===== config.mk =====
export PLATFORM = sky130hd
export DESIGN_NAME = interrupt_global_control
export DESIGN_NICKNAME = d
export VERILOG_FILES = /design/src/hdl/interrupt_global_control.v /design/src/hdl/edge_detect.v
export VERILOG_INCLUDE_DIRS = /design/src /design/src/hdl
export SDC_FILE = /design/constraint.sdc
export NUM_CORES = 1
export LEC_CHECK = 0
export ABC_CLOCK_PERIOD_IN_PS = 2500
export BUFFER_PORTS_ARGS = -buffer_cell sky130_fd_sc_hd__buf_2
export CAP_MARGIN = 20
export CORE_MARGIN = 2
export CORE_UTILIZATION = 48
export DETAILED_ROUTE_END_ITERATION = 12
export PLACE_DENSITY = 0.86
export SLEW_MARGIN = 20
export SYNTH_ARGS = -nofsm -noshare
export SYNTH_HDL_FRONTEND = slang
export SYNTH_SLANG_ARGS = --single-unit

===== constraint.sdc =====
create_clock -name hclk -period 2.5 [get_ports hclk]
set_input_delay 0.125 -clock hclk [delete_from_list [all_inputs] [get_ports hclk]]
set_output_delay 0.125 -clock hclk [all_outputs]
set_load 0.05 [all_outputs]

===== src/hdl/irq_global_map.vh =====
// register offsets, fields and reset values of the global control block
`ifndef IRQ_GLOBAL_MAP_VH
`define IRQ_GLOBAL_MAP_VH
// ****************************************
// register byte offsets
// ****************************************
`define OFS_GLOBAL_CONTROL 8'h00
`define OFS_IRQ_STATUS 8'h04
`define OFS_IRQ_CLEAR 8'h08
`define OFS_IRQ_ENABLE 8'h0c
`define OFS_EXT_LEVEL 8'h10
// ****************************************
// control register fields
// ****************************************
`define BIT_VECTOR_MODE 12
`define TPC_HI 10
`define TPC_LO 8
`define EDGE_HI 4
`define EDGE_LO 0
`define CTRL_WRITE_MASK 32'h0000171f
`define CTRL_RESET 32'h00000000
// ****************************************
// status layout: bits 4..0 edge events, bit 5 proximity start
// ****************************************
`define STAT_BITS 6
`define STAT_PROX 5
`define NUM_EXT 5
`define TPC_OFF 3'h0
`define TPC_ONLY_ONE 3'h1
`endif


===== src/hdl/interrupt_global_control.v =====
// interrupt controller global control register with ahb-lite slave
// Functional notes
// [RULE_01] Bit 12 set selects multi-vectored mode, clear selects single-vectored mode.
// [RULE_02] Threshold codes 2 to 7 in bits 10..8 let any priority at or below the code start the proximity timer.
// [RULE_03] Threshold code 1 lets only priority 1 start the proximity timer.
// [RULE_04] Threshold code 0 keeps the proximity timer disabled for every priority.
// [RULE_05] Edge bits 0..4 pick rising (1) or falling (0) detection on external inputs 0..4.
// [RULE_06] Bits 31..13, 11 and 7..5 of the control register read as zero.
// [RULE_07] All control bits clear at reset and writes to unimplemented bits are ignored.
`timescale 1ns/100ps
`include "irq_global_map.vh"
module interrupt_global_control (
   input wire hclk,
   input wire hresetn,
   input wire hsel,
   input wire [31:0] haddr,
   input wire [1:0] htrans,
   input wire hwrite,
   input wire [2:0] hsize,
   input wire [31:0] hwdata,
   input wire hready,
   output reg [31:0] hrdata,
   output reg hreadyout,
   output reg hresp,
   input wire [4:0] ext_irq_pin,
   input wire irq_request,
   input wire [2:0] irq_priority,
   output reg vector_mode_select,
   output reg [4:0] ext_irq_event,
   output reg proximity_start,
   output reg irq_out
);
   // ****************************************
   // functions
   // ****************************************
   // proximity start decision for a threshold and priority
   function prox_hit;
      input [2:0] thr;
      input [2:0] pri;
      begin
         if (thr == `TPC_OFF)
            prox_hit = 1'b0; // [RULE_04]
         else if (thr == `TPC_ONLY_ONE)
            prox_hit = (pri == 3'h1); // [RULE_03]
         else
            prox_hit = (pri <= thr); // [RULE_02]
      end
   endfunction
   // write strobe for one register offset
   function wr_hit;
      input pend;
      input [7:0] addr;
      input [7:0] ofs;
      begin
         wr_hit = pend & (addr == ofs);
      end
   endfunction
   // ****************************************
   // registers
   // ****************************************
   reg [31:0] ctrl_reg;
   reg [`STAT_BITS-1:0] status_reg;
   reg [`STAT_BITS-1:0] enable_reg;
   reg wr_pend_reg;
   reg [7:0] addr_reg;
   reg [4:0] pin_s1_reg;
   reg [4:0] pin_s2_reg;
   reg [`STAT_BITS-1:0] clear_now;
   reg [31:0] rd_next;
   reg [31:0] ctrl_next;
   reg [`STAT_BITS-1:0] enable_next;
   reg ctrl_we;
   reg enable_we;
   reg clear_we;
   wire irq_next;
   wire [4:0] edge_pulse;
   wire [`STAT_BITS-1:0] status_next;
   wire [`STAT_BITS-1:0] event_now;
   wire addr_phase;
   wire prox_now;
   assign addr_phase = hsel & hready & htrans[1];
   assign prox_now = irq_request & prox_hit(ctrl_reg[`TPC_HI:`TPC_LO], irq_priority);
   assign event_now = {prox_now, edge_pulse};
   // ****************************************
   // edge detectors
   // ****************************************
   genvar gi;
   generate
      for (gi = 0; gi < `NUM_EXT; gi = gi + 1) begin : g_edge
         edge_detect u_edge (
            .hclk(hclk),
            .hresetn(hresetn),
            .pin(ext_irq_pin[gi]),
            .rising_sel(ctrl_reg[`EDGE_LO + gi]),
            .edge_pulse(edge_pulse[gi])
         ); // [RULE_05]
      end
   endgenerate
   // ****************************************
   // bus slave
   // ****************************************
   always @* begin
      ctrl_we = wr_hit(wr_pend_reg, addr_reg, `OFS_GLOBAL_CONTROL);
      enable_we = wr_hit(wr_pend_reg, addr_reg, `OFS_IRQ_ENABLE);
      clear_we = wr_hit(wr_pend_reg, addr_reg, `OFS_IRQ_CLEAR);
   end
   // ****************************************
   // interrupt clear
   // ****************************************
   always @* begin
      clear_now = {`STAT_BITS{1'b0}};
      if (clear_we) begin
         clear_now = hwdata[`STAT_BITS-1:0];
      end
   end
   // ****************************************
   // next register values
   // ****************************************
   always @* begin
      ctrl_next = ctrl_reg;
      if (ctrl_we) begin
         ctrl_next = hwdata & `CTRL_WRITE_MASK; // [RULE_07]
      end
   end
   always @* begin
      enable_next = enable_reg;
      if (enable_we) begin
         enable_next = hwdata[`STAT_BITS-1:0];
      end
   end
   // ****************************************
   // status bits
   // ****************************************
   genvar si;
   generate
      for (si = 0; si < `STAT_BITS; si = si + 1) begin : g_status
         // set wins over clear
         assign status_next[si] = event_now[si] | (status_reg[si] & ~clear_now[si]);
      end
   endgenerate
   assign irq_next = |(status_next & enable_next);
   // ****************************************
   // read data, forwarded from a write in its data phase
   // ****************************************
   always @* begin
      rd_next = 32'h00000000;
      case (haddr[7:0])
         `OFS_GLOBAL_CONTROL: rd_next = ctrl_next & `CTRL_WRITE_MASK; // [RULE_06]
         `OFS_IRQ_STATUS: rd_next = {{(32-`STAT_BITS){1'b0}}, status_next};
         `OFS_IRQ_ENABLE: rd_next = {{(32-`STAT_BITS){1'b0}}, enable_next};
         `OFS_EXT_LEVEL: rd_next = {{(32-`NUM_EXT){1'b0}}, pin_s2_reg};
         default: rd_next = 32'h00000000;
      endcase
   end
   // ****************************************
   // level synchroniser
   // ****************************************
   always @(posedge hclk or negedge hresetn) begin
      if (!hresetn) begin
         pin_s1_reg <= 5'h00;
         pin_s2_reg <= 5'h00;
      end else begin
         pin_s1_reg <= ext_irq_pin;
         pin_s2_reg <= pin_s1_reg;
      end
   end
   // ****************************************
   // address phase capture
   // ****************************************
   always @(posedge hclk or negedge hresetn) begin
      if (!hresetn) begin
         wr_pend_reg <= 1'b0;
         addr_reg <= 8'h00;
      end else begin
         wr_pend_reg <= addr_phase & hwrite;
         if (addr_phase) begin
            addr_reg <= haddr[7:0];
         end
      end
   end
   // ****************************************
   // control, enable and status registers
   // ****************************************
   always @(posedge hclk or negedge hresetn) begin
      if (!hresetn) begin
         ctrl_reg <= `CTRL_RESET; // [RULE_07]
         enable_reg <= {`STAT_BITS{1'b0}};
         status_reg <= {`STAT_BITS{1'b0}};
      end else begin
         ctrl_reg <= ctrl_next;
         enable_reg <= enable_next;
         status_reg <= status_next;
      end
   end
   // ****************************************
   // bus response
   // ****************************************
   always @(posedge hclk or negedge hresetn) begin
      if (!hresetn) begin
         hrdata <= 32'h00000000;
         hreadyout <= 1'b1;
         hresp <= 1'b0;
      end else begin
         hreadyout <= 1'b1;
         hresp <= 1'b0;
         if (addr_phase && !hwrite) begin
            hrdata <= rd_next;
         end
      end
   end
   // ****************************************
   // outputs
   // ****************************************
   always @(posedge hclk or negedge hresetn) begin
      if (!hresetn) begin
         vector_mode_select <= 1'b0;
         ext_irq_event <= 5'h00;
         proximity_start <= 1'b0;
         irq_out <= 1'b0;
      end else begin
         vector_mode_select <= ctrl_reg[`BIT_VECTOR_MODE]; // [RULE_01]
         ext_irq_event <= edge_pulse;
         proximity_start <= prox_now; // [RULE_02]
         irq_out <= irq_next;
      end
   end
endmodule // interrupt_global_control


===== src/hdl/edge_detect.v =====
// synchroniser and polarity-selected edge detector for one external input
`timescale 1ns/100ps
module edge_detect (
   input wire hclk,
   input wire hresetn,
   input wire pin,
   input wire rising_sel,
   output reg edge_pulse
);
   reg sync1_reg;
   reg sync2_reg;
   reg prev_reg;
   always @(posedge hclk or negedge hresetn) begin
      if (!hresetn) begin
         sync1_reg <= 1'b0;
         sync2_reg <= 1'b0;
         prev_reg <= 1'b0;
         edge_pulse <= 1'b0;
      end else begin
         sync1_reg <= pin;
         sync2_reg <= sync1_reg;
         prev_reg <= sync2_reg;
         // rising when selected, falling otherwise
         edge_pulse <= rising_sel ? (sync2_reg & ~prev_reg) : (~sync2_reg & prev_reg); // [RULE_05]
      end
   end
endmodule // edge_detect


==> impl_metrics.yaml, run 1 <==
global_route:
  top_usage_layer: "met2"
  grt_overflow: 0
  antenna_found_initial: 0
  grt_util_met3_pct: 5.98
  grt_max_degree: 38
  grt_use_total_pct: 19.1
  grt_pass1_wl_um: 9370
  first_global_vias: 1993
  use_met1_pct: 24.1
  gr-usage-met2_pct: 29.9
worst_setup_path:
  criticalPathCategory: "register to register"
  rr_worst_depth: 6
  worstSetupStartpointType: "register"
  crit_arrival_ns: 2.36
  cp-end-kind: "register"
  r2r_start: "addr_reg[7]"
  cpMaxStageDelayCell: "dfrtp_1"
  rr_endpoint: "hrdata[1]"
  cpPeakStageDelay_ns: 0.40
  required_ns: 2.69
  worst_path_most_repeated_cell: "mux2_2"
  worstPathMaxFanout: 6
  crit_chain: "nor4_4 -> nand4_2 -> mux2_2 -> mux2_2 -> a22oi_1 -> o21ai_0"
  r2r_slack_ns: 0.34
clock_network:
  cts.sinks: 68
  cts_hold_buf: 6
  ctsResizeCount: 0
  insertion_delay_ns: 0.34
  cts.htree.levels: 3
  cts_tree: "yes"
  root_buffer: "clkbuf_8"
  clk_pin_slew_ns: 0.06
  clockBufferDepth: 2
  cts_post_setup_buffers_inserted: 0
  numCtsBuffers: 9
final_layout:
  largest_reg_flops: 10
  final_net_count: 406
  drive_above_1_share_pct: 29.9
  diodes: 0
  syn2layout_area_growth_pct: 16.5
power_and_ir_drop:
  ir_worst_vdd_v: 0.000369
  p_sw_mw: 0.661
  pwr-share-seq_pct: 52.4
  p_int_mw: 1.69
  swShare_pct: 28.1
  p_comb_share_pct: 14.4
  pwr-share-clk_pct: 33.2
  power_density_nw_per_um2: 679
  leakagePower_nw: 1.67
  power_mw: 2.35
timing:
  fin_skew_ns: 0.00639
  period_minus_slack_ns: 2.16
  fmax_mhz: 463
  whs_ns: 0.0222
  final_max_slew_viol_count: 0
  period_share_pct: 86.5
  slew_headroom_pct: 50.5
  worst_pin_slew_ns: 0.743
  grt_setup_unrepaired: "no"
  fin_tns_setup_ns: 0
  setup_violations: 0
  setup_ws_ns: 0.339
  hold_violations: 0
floorplan:
  rows: 28
  coreArea_um2: 5960
  fp.dieArea_um2: 6840
  die_y_um: 82.7
  pin_count: 125
  die_w_um: 82.7
  start_util_pct: 49.9
place:
  hpwl_um: 4260
  place_congestion: 0.823
  placement.io_buffers: 50
  post-place-ws_ns: 0.343
synth:
  synth_area_per_cell_um2: 11.6
  postSynthCellCount: 256
  synth_seq_area_share_pct: 57.2
  synth_cell_types: 37
  ys_seq_elements: 68
  yosysWarningCount: 0
  syn_area_um2: 2970
min_path:
  holdPathEnd: "wr_hit.pend"
  hold_path.class: "input port to register"
  hold_depth: 3
  min_from: "hwrite"
drt:
  initialDrtViolationCount: 179
  drtPass1Iterations: 5
  vias_per_cell: 5.29
  totalWireLength_um: 5870
  vias: 2110
  antenna_left: 0
  wl_per_cell_um: 14.7
  drc: 0
run_status:
  status: "completed"
job:
  cap_violations: 0
==> cells by family (layout without fill, tap and decap cells) <==
logic type | after synthesis | in the layout | synth area share, %
multiplexers | 27 | 27 | 10.2
other | 2 | 24 | 0.253
AO/OA/AOI/OAI | 53 | 53 | 11.7
buffers and inverters | 40 | 86 | 8.33
adder cells (fa/ha/maj) | 3 | 3 | 1.26
AND/OR/NAND/NOR | 63 | 63 | 11.1
flip-flops | 68 | 68 | 57.2
==> power by group through the flow <==
stage                     Sequential [mW]  Clock (mW)  Combinational [mW]
after floorplan                      1.29           0               0.225
final                                1.23       0.782               0.339
after detailed placement             1.25           0               0.333
after global routing                 1.24       0.851               0.369
after global placement               1.25           0               0.321
after CTS                            1.23       0.800               0.341
==> stage by stage <==
step                      utilization [%]  instances  instance area, um^2
after detailed placement             54.3        378                 3240
final                                58.2        399                 3470
after floorplan                         -        278                 3060
after global placement               54.3        378                 3240
after global routing                 58.2        399                 3470
after CTS                            58.2        399                 3470
==> placed cells by master (no fill, tap or decap), types with 3 or more instances in the layout <==
cell type and instances:
a22oi_1 10, dfrtp_1 68, o21ai_0 18, and3_1 4
dlygate4sd3_1 6, conb_1 24, o22ai_1 9, buf_2 50
a21o_1 6, nor3_1 4, ha_1 3, clkbuf_8 11
buf_4 3, mux2_2 26, inv_1 11, a32o_1 4
nand2_1 27, nor2_1 11
==> Yosys cell counts <==
cell       count  share of area, %
a21o_1         6               1.5
a21oi_1        2              0.34
a22oi_1       10               2.5
a2bb2oi_1      1              0.29
a31oi_1        1              0.21
a32o_1         4               1.3
a32oi_1        1              0.29
and2_1         2              0.42
and3_1         4              0.84
and3_2         1              0.25
and4b_1        1              0.34
buf_4         24               6.1
buf_6          1              0.38
clkbuf_1       4              0.50
conb_1         2              0.25
dfrtp_1       68                57
ha_1           3               1.3
inv_1         11               1.4
mux2_2        26               9.8
mux2i_1        1              0.34
nand2_1       27               3.4
nand2_4        1              0.38
nand2b_1       2              0.42
nand3_1        2              0.34
nand3b_1       1              0.25
nand4_1        1              0.21
nand4_2        1              0.42
nor2_1        11               1.4
nor3_1         4              0.67
nor4_1         1              0.21
nor4_4         1              0.72
nor4bb_1       1              0.34
o21ai_0       18               3.0
o22ai_1        9               1.9
o31ai_1        1              0.25
or3_1          1              0.21
or4_1          1              0.25
==> metal layers <==
| metal | wire (um) | up-vias |
|---|---|---|
| met3 | 481 | 11 |
| met5 | 0 | - |
| met4 | 106 | 0 |
| met1 | 2450 | 1026 |
| met2 | 2830 | 86 |
| li1 | - | 987 |
==> critical path: cells and delay by family, from the launching register on <==
kind	cells	cell delay, ns
multiplexers	2	0.64
flip-flops	1	0.40
AO/OA/AOI/OAI	2	0.30
AND/OR/NAND/NOR	2	0.68
==> how the worst max path moves through the flow <==
stage,start,to,slack (ns),cells after the start
floorplan,addr_reg[7],irq_out,0.54,7
global placement,addr_reg[7],hrdata[0],0.44,6
detailed placement,addr_reg[7],hrdata[1],0.34,6
CTS,addr_reg[7],hrdata[1],0.33,6
global route,addr_reg[7],hrdata[1],0.12,6
finish,addr_reg[7],hrdata[1],0.34,6
==> final cells by class <==
type                       count  area, um^2
clock buffer                  13         159
sequential                    68        1700
clock inverter                 2        10.0
tap                           75        93.8
inverter                      11        41.3
timing repair buffer          60         353
multi-input combinational    170        1110
fill                         508        2490
(Power assumes the default switching activity.)
==> run 2: changes to the inputs <==
CORE_ASPECT_RATIO = 0.6   (was unset)
==> impl_metrics.yaml, run 2 (same netlist as run 1, synthesis figures left out) <==
drt:
  totalWireLength_um: 6230
  drc: 0
  drtPass1Iterations: 4
  vias_per_cell: 5.05
  vias: 2064
  wl_per_cell_um: 15.2
  initialDrtViolationCount: 183
  antenna_left: 0
floorplan:
  coreArea_um2: 6060
  die_w_um: 106
  rows: 22
  fp.dieArea_um2: 6860
  pin_count: 125
  start_util_pct: 49.1
  die_y_um: 65.0
global_route:
  grt_pass1_wl_um: 10300
  grt_use_total_pct: 19.9
  first_global_vias: 2089
  grt_max_degree: 39
  grt_overflow: 0
  antenna_found_initial: 0
timing:
  period_share_pct: 85.0
  fmax_mhz: 470
  fin_skew_ns: 0.00616
  slew_headroom_pct: 53.7
  setup_ws_ns: 0.374
  grt_setup_unrepaired: "no"
  hold_violations: 0
  worst_pin_slew_ns: 0.695
  setup_violations: 0
  period_minus_slack_ns: 2.13
  final_max_slew_viol_count: 0
  fin_tns_setup_ns: 0
place:
  post-place-cells: 388
  placed_area_um2: 3260
  hpwl_um: 4460
  placement.io_buffers: 50
  post-place-ws_ns: 0.411
  place_congestion: 0.812
final_layout:
  final_net_count: 407
  design_area_um2: 3500
  drive_above_1_share_pct: 29.8
  final_cell_mix: "dfrtp_1, buf_2, nand2_1"
  final_core_util_pct: 57.8
  final_common_cell: "dfrtp_1"
  fillers: 516
  syn2layout_area_growth_pct: 17.7
  largest_reg_flops: 10
  final_cells: 409
  diodes: 0
worst_setup_path:
  crit_arrival_ns: 2.33
  criticalPathCategory: "register to register"
  required_ns: 2.71
  cp-end-kind: "register"
  worstPathMaxFanout: 9
  worstSetupStartpointType: "register"
  rr_worst_depth: 7
clock_network:
  clockBufferDepth: 2
  cts.htree.levels: 3
  cts_tree: "yes"
  clk_pin_slew_ns: 0.07
  cts_post_setup_buffers_inserted: 0
  numCtsBuffers: 9
  cts.sinks: 68
  ctsResizeCount: 0
  insertion_delay_ns: 0.34
  root_buffer: "clkbuf_8"
power_and_ir_drop:
  ir_worst_vdd_v: 0.000413
  power_density_nw_per_um2: 699
  leakagePower_nw: 1.67
job:
  cap_violations: 0
min_path:
  hold_depth: 3
  hold_path.class: "input port to register"
run_status:
  status: "completed"
==> run 2: cell count changes in the layout (fill, tap and decap cells not counted), sizes merged <==
| cell | before | now |
|---|---|---|
| clkinv | 2 | 1 |
| bufinv | 0 | 1 |
| buf | 54 | 55 |
==> run 2: timing repair <==
item / in CTS / in global routing
endpoints found under the setup margin: 0 / 0
hold buffers: 6 / 0
endpoints found under the hold margin: 35 / 0
==> run 2: critical path, cell delays in order (launching register included) <==
cell and delay, ns:
dfrtp_1 0.41, nor4_4 0.36, nand4_2 0.12, buf_4 0.21
mux2_2 0.29, mux2_2 0.29, a22oi_1 0.18, o21ai_0 0.12
==> run 2: power by group <==
group / leakage, nW / internal [mW] / total [mW] / switching, mW
clock: 0.0935 / 0.482 / 0.861 / 0.379
sequential: 0.814 / 1.18 / 1.24 / 0.0608
combinational: 0.767 / 0.111 / 0.345 / 0.234
total: 1.67 / 1.77 / 2.44 / 0.674
==> run 2: layer usage <==
metal	part of all wire [%]	vias to the layer above	GRT usage, %
met1	46	1012	26.8
met3	5.6	7	5.84
met4	0.82	0	5.76
li1	-	992	-
met5	0	-	0
met2	48	53	31.9
==> run 2: final timing paths <==
kind,from,slack [ns],to
max,addr_reg[7],0.37,hrdata[2]
min,hwrite,0.02,wr_hit.pend
max reg2reg,addr_reg[7],0.37,hrdata[2]
min reg2reg,pin_s1_reg[3],0.35,pin_s2_reg[3]
max in group asynchronous,hresetn,1.49,ctrl_reg[0]
min in group asynchronous,hresetn,0.37,wr_hit.pend
==> run 2: cell type report <==
class | instances | area (um^2) | share of cell area [%]
Clock buffer | 13 | 149 | 4.25
Clock inverter | 2 | 35.0 | 1.00
Inverter | 11 | 41.3 | 1.18
Multi-Input combinational cell | 170 | 1110 | 31.6
Sequential cell | 68 | 1700 | 48.6
Tap cell | 84 | 105 | 3.00
Timing Repair Buffer | 61 | 360 | 10.3
==> run 2: stage by stage <==
| step | hold WS (ns) | power (mW) |
|---|---|---|
| global route | 0.0194 | 2.55 |
| CTS | 0.0119 | 2.47 |
| detailed placement | 0.211 | 1.60 |
| global placement | 0.211 | 1.58 |
| floorplan | -0.171 | 1.51 |
| finish | 0.0243 | 2.44 |
==> run 3: changes to the inputs <==
BUFFER_PORTS_ARGS = unset   (was -buffer_cell sky130_fd_sc_hd__buf_2)
CORE_UTILIZATION = 62   (was 48)
DONT_BUFFER_PORTS = 1   (was unset)
PLACE_DENSITY = 0.84   (was 0.86)
==> impl_metrics.yaml, run 3 (same netlist as run 1, synthesis figures left out) <==
worst_setup_path:
  criticalPathCategory: "register to register"
  endpoint: "hrdata[0]"
  required_ns: 2.71
  cp-startpoint: "addr_reg[7]"
  crit_arrival_ns: 2.38
  rr_endpoint: "hrdata[0]"
  worstPathMaxFanout: 6
  cp-end-kind: "register"
  r2r_start: "addr_reg[7]"
  worstSetupStartpointType: "register"
  r2r_slack_ns: 0.33
  rr_worst_depth: 6
power_and_ir_drop:
  ir_worst_vdd_v: 0.000485
  power_density_nw_per_um2: 761
  leakagePower_nw: 1.56
timing:
  fin_tns_setup_ns: 0
  period_minus_slack_ns: 2.17
  worst_pin_slew_ns: 0.538
  period_share_pct: 86.7
  final_max_slew_viol_count: 0
  fmax_mhz: 461
  grt_setup_unrepaired: "no"
  fin_skew_ns: 0.00527
  hold_violations: 0
  slew_headroom_pct: 63.9
  setup_violations: 0
clock_network:
  insertion_delay_ns: 0.34
  cts_tree: "yes"
  cts_hold_buf: 26
  clockBufferDepth: 2
  cts_post_setup_buffers_inserted: 0
  numCtsBuffers: 9
  cts.sinks: 68
  clk_pin_slew_ns: 0.07
  cts.htree.levels: 3
  root_buffer: "clkbuf_8"
  ctsResizeCount: 0
final_layout:
  final_cell_mix: "dfrtp_1, nand2_1, mux2_2"
  diodes: 0
  final_core_util_pct: 75.4
  fillers: 279
  drive_above_1_share_pct: 16.3
  multi_input_area_um2: 1110
  final_net_count: 375
  syn2layout_area_growth_pct: 16.4
  final-seq-area_um2: 1700
  final_common_cell: "dfrtp_1"
  largest_reg_flops: 10
place:
  place_congestion: 0.779
  hpwl_um: 4130
  placement.io_buffers: 0
drt:
  wl_per_cell_um: 18.8
  drc: 0
  vias: 2103
  initialDrtViolationCount: 267
  antenna_left: 0
  vias_per_cell: 5.89
  totalWireLength_um: 6720
  drtPass1Iterations: 5
global_route:
  first_global_vias: 2082
  grt_use_total_pct: 27.9
  grt_overflow: 0
  grt_pass1_wl_um: 10800
  antenna_found_initial: 0
  grt_max_degree: 69
min_path:
  hold_path.class: "input port to register"
job:
  cap_violations: 0
floorplan:
  rows: 19
  coreArea_um2: 4590
  pin_count: 125
  die_w_um: 93.4
  die_y_um: 57.7
  start_util_pct: 64.8
  fp.dieArea_um2: 5390
run_status:
  status: "completed"
## run 3: area by class of cell
cell class,instances,area share [%]
clock buffer,11,3.80
inverter,11,1.19
tap,63,2.28
timing repair buffer,29,8.68
clock inverter,5,2.89
sequential,68,49.2
multi-input combinational,170,32.0
## run 3: worst min-delay path by stage
stage / from / endpoint / slack (ns) / cells past startpoint
2_1_floorplan: hresetn / addr_reg[0] / -0.17 / 0
3_3_place_gp: hresetn / proximity_start / -0.17 / 0
3_5_place_dp: hresetn / proximity_start / -0.17 / 0
4_1_cts: hwdata[4] / status_reg[4] / 0.01 / 2
5_1_grt: hwdata[1] / status_reg[1] / 0.01 / 2
6_report: hwdata[4] / status_reg[4] / 0.02 / 2
## run 3: stage by stage
step           instances  hold WS [ns]  setup WS (ns)  instance area, um^2  total power, mW
2_1_floorplan        278        -0.171          0.541                 3060             1.51
3_3_place_gp         315        -0.169          0.397                 2950             1.51
3_5_place_dp         315        -0.169          0.379                 2950             1.52
4_1_cts              357        0.0108          0.339                 3460             2.63
5_1_grt              357        0.0136          0.217                 3460             2.72
6_report             357        0.0175          0.333                 3460             2.63
## run 3: layer usage
layer	vias up	part of all wire [%]	GRT usage [%]
li1	927	-	-
met1	1023	43	39.6
met2	134	45	41.1
met3	19	10	10.9
met4	0	2.3	7.35
met5	-	0	0
## run 3: where the power goes
part           total [mW]  internal [mW]  switching, mW
clock                1.06          0.660          0.402
combinational       0.282          0.106          0.176
sequential           1.29           1.18          0.112
total                2.63           1.94          0.691
## run 3: critical path, cell delays in order, from the launching register on
cell and delay [ns]:
dfrtp_1 0.43, nor4_4 0.36, nand4_2 0.33, mux2_2 0.38, mux2_2 0.27, a22oi_1 0.15
o21ai_0 0.12
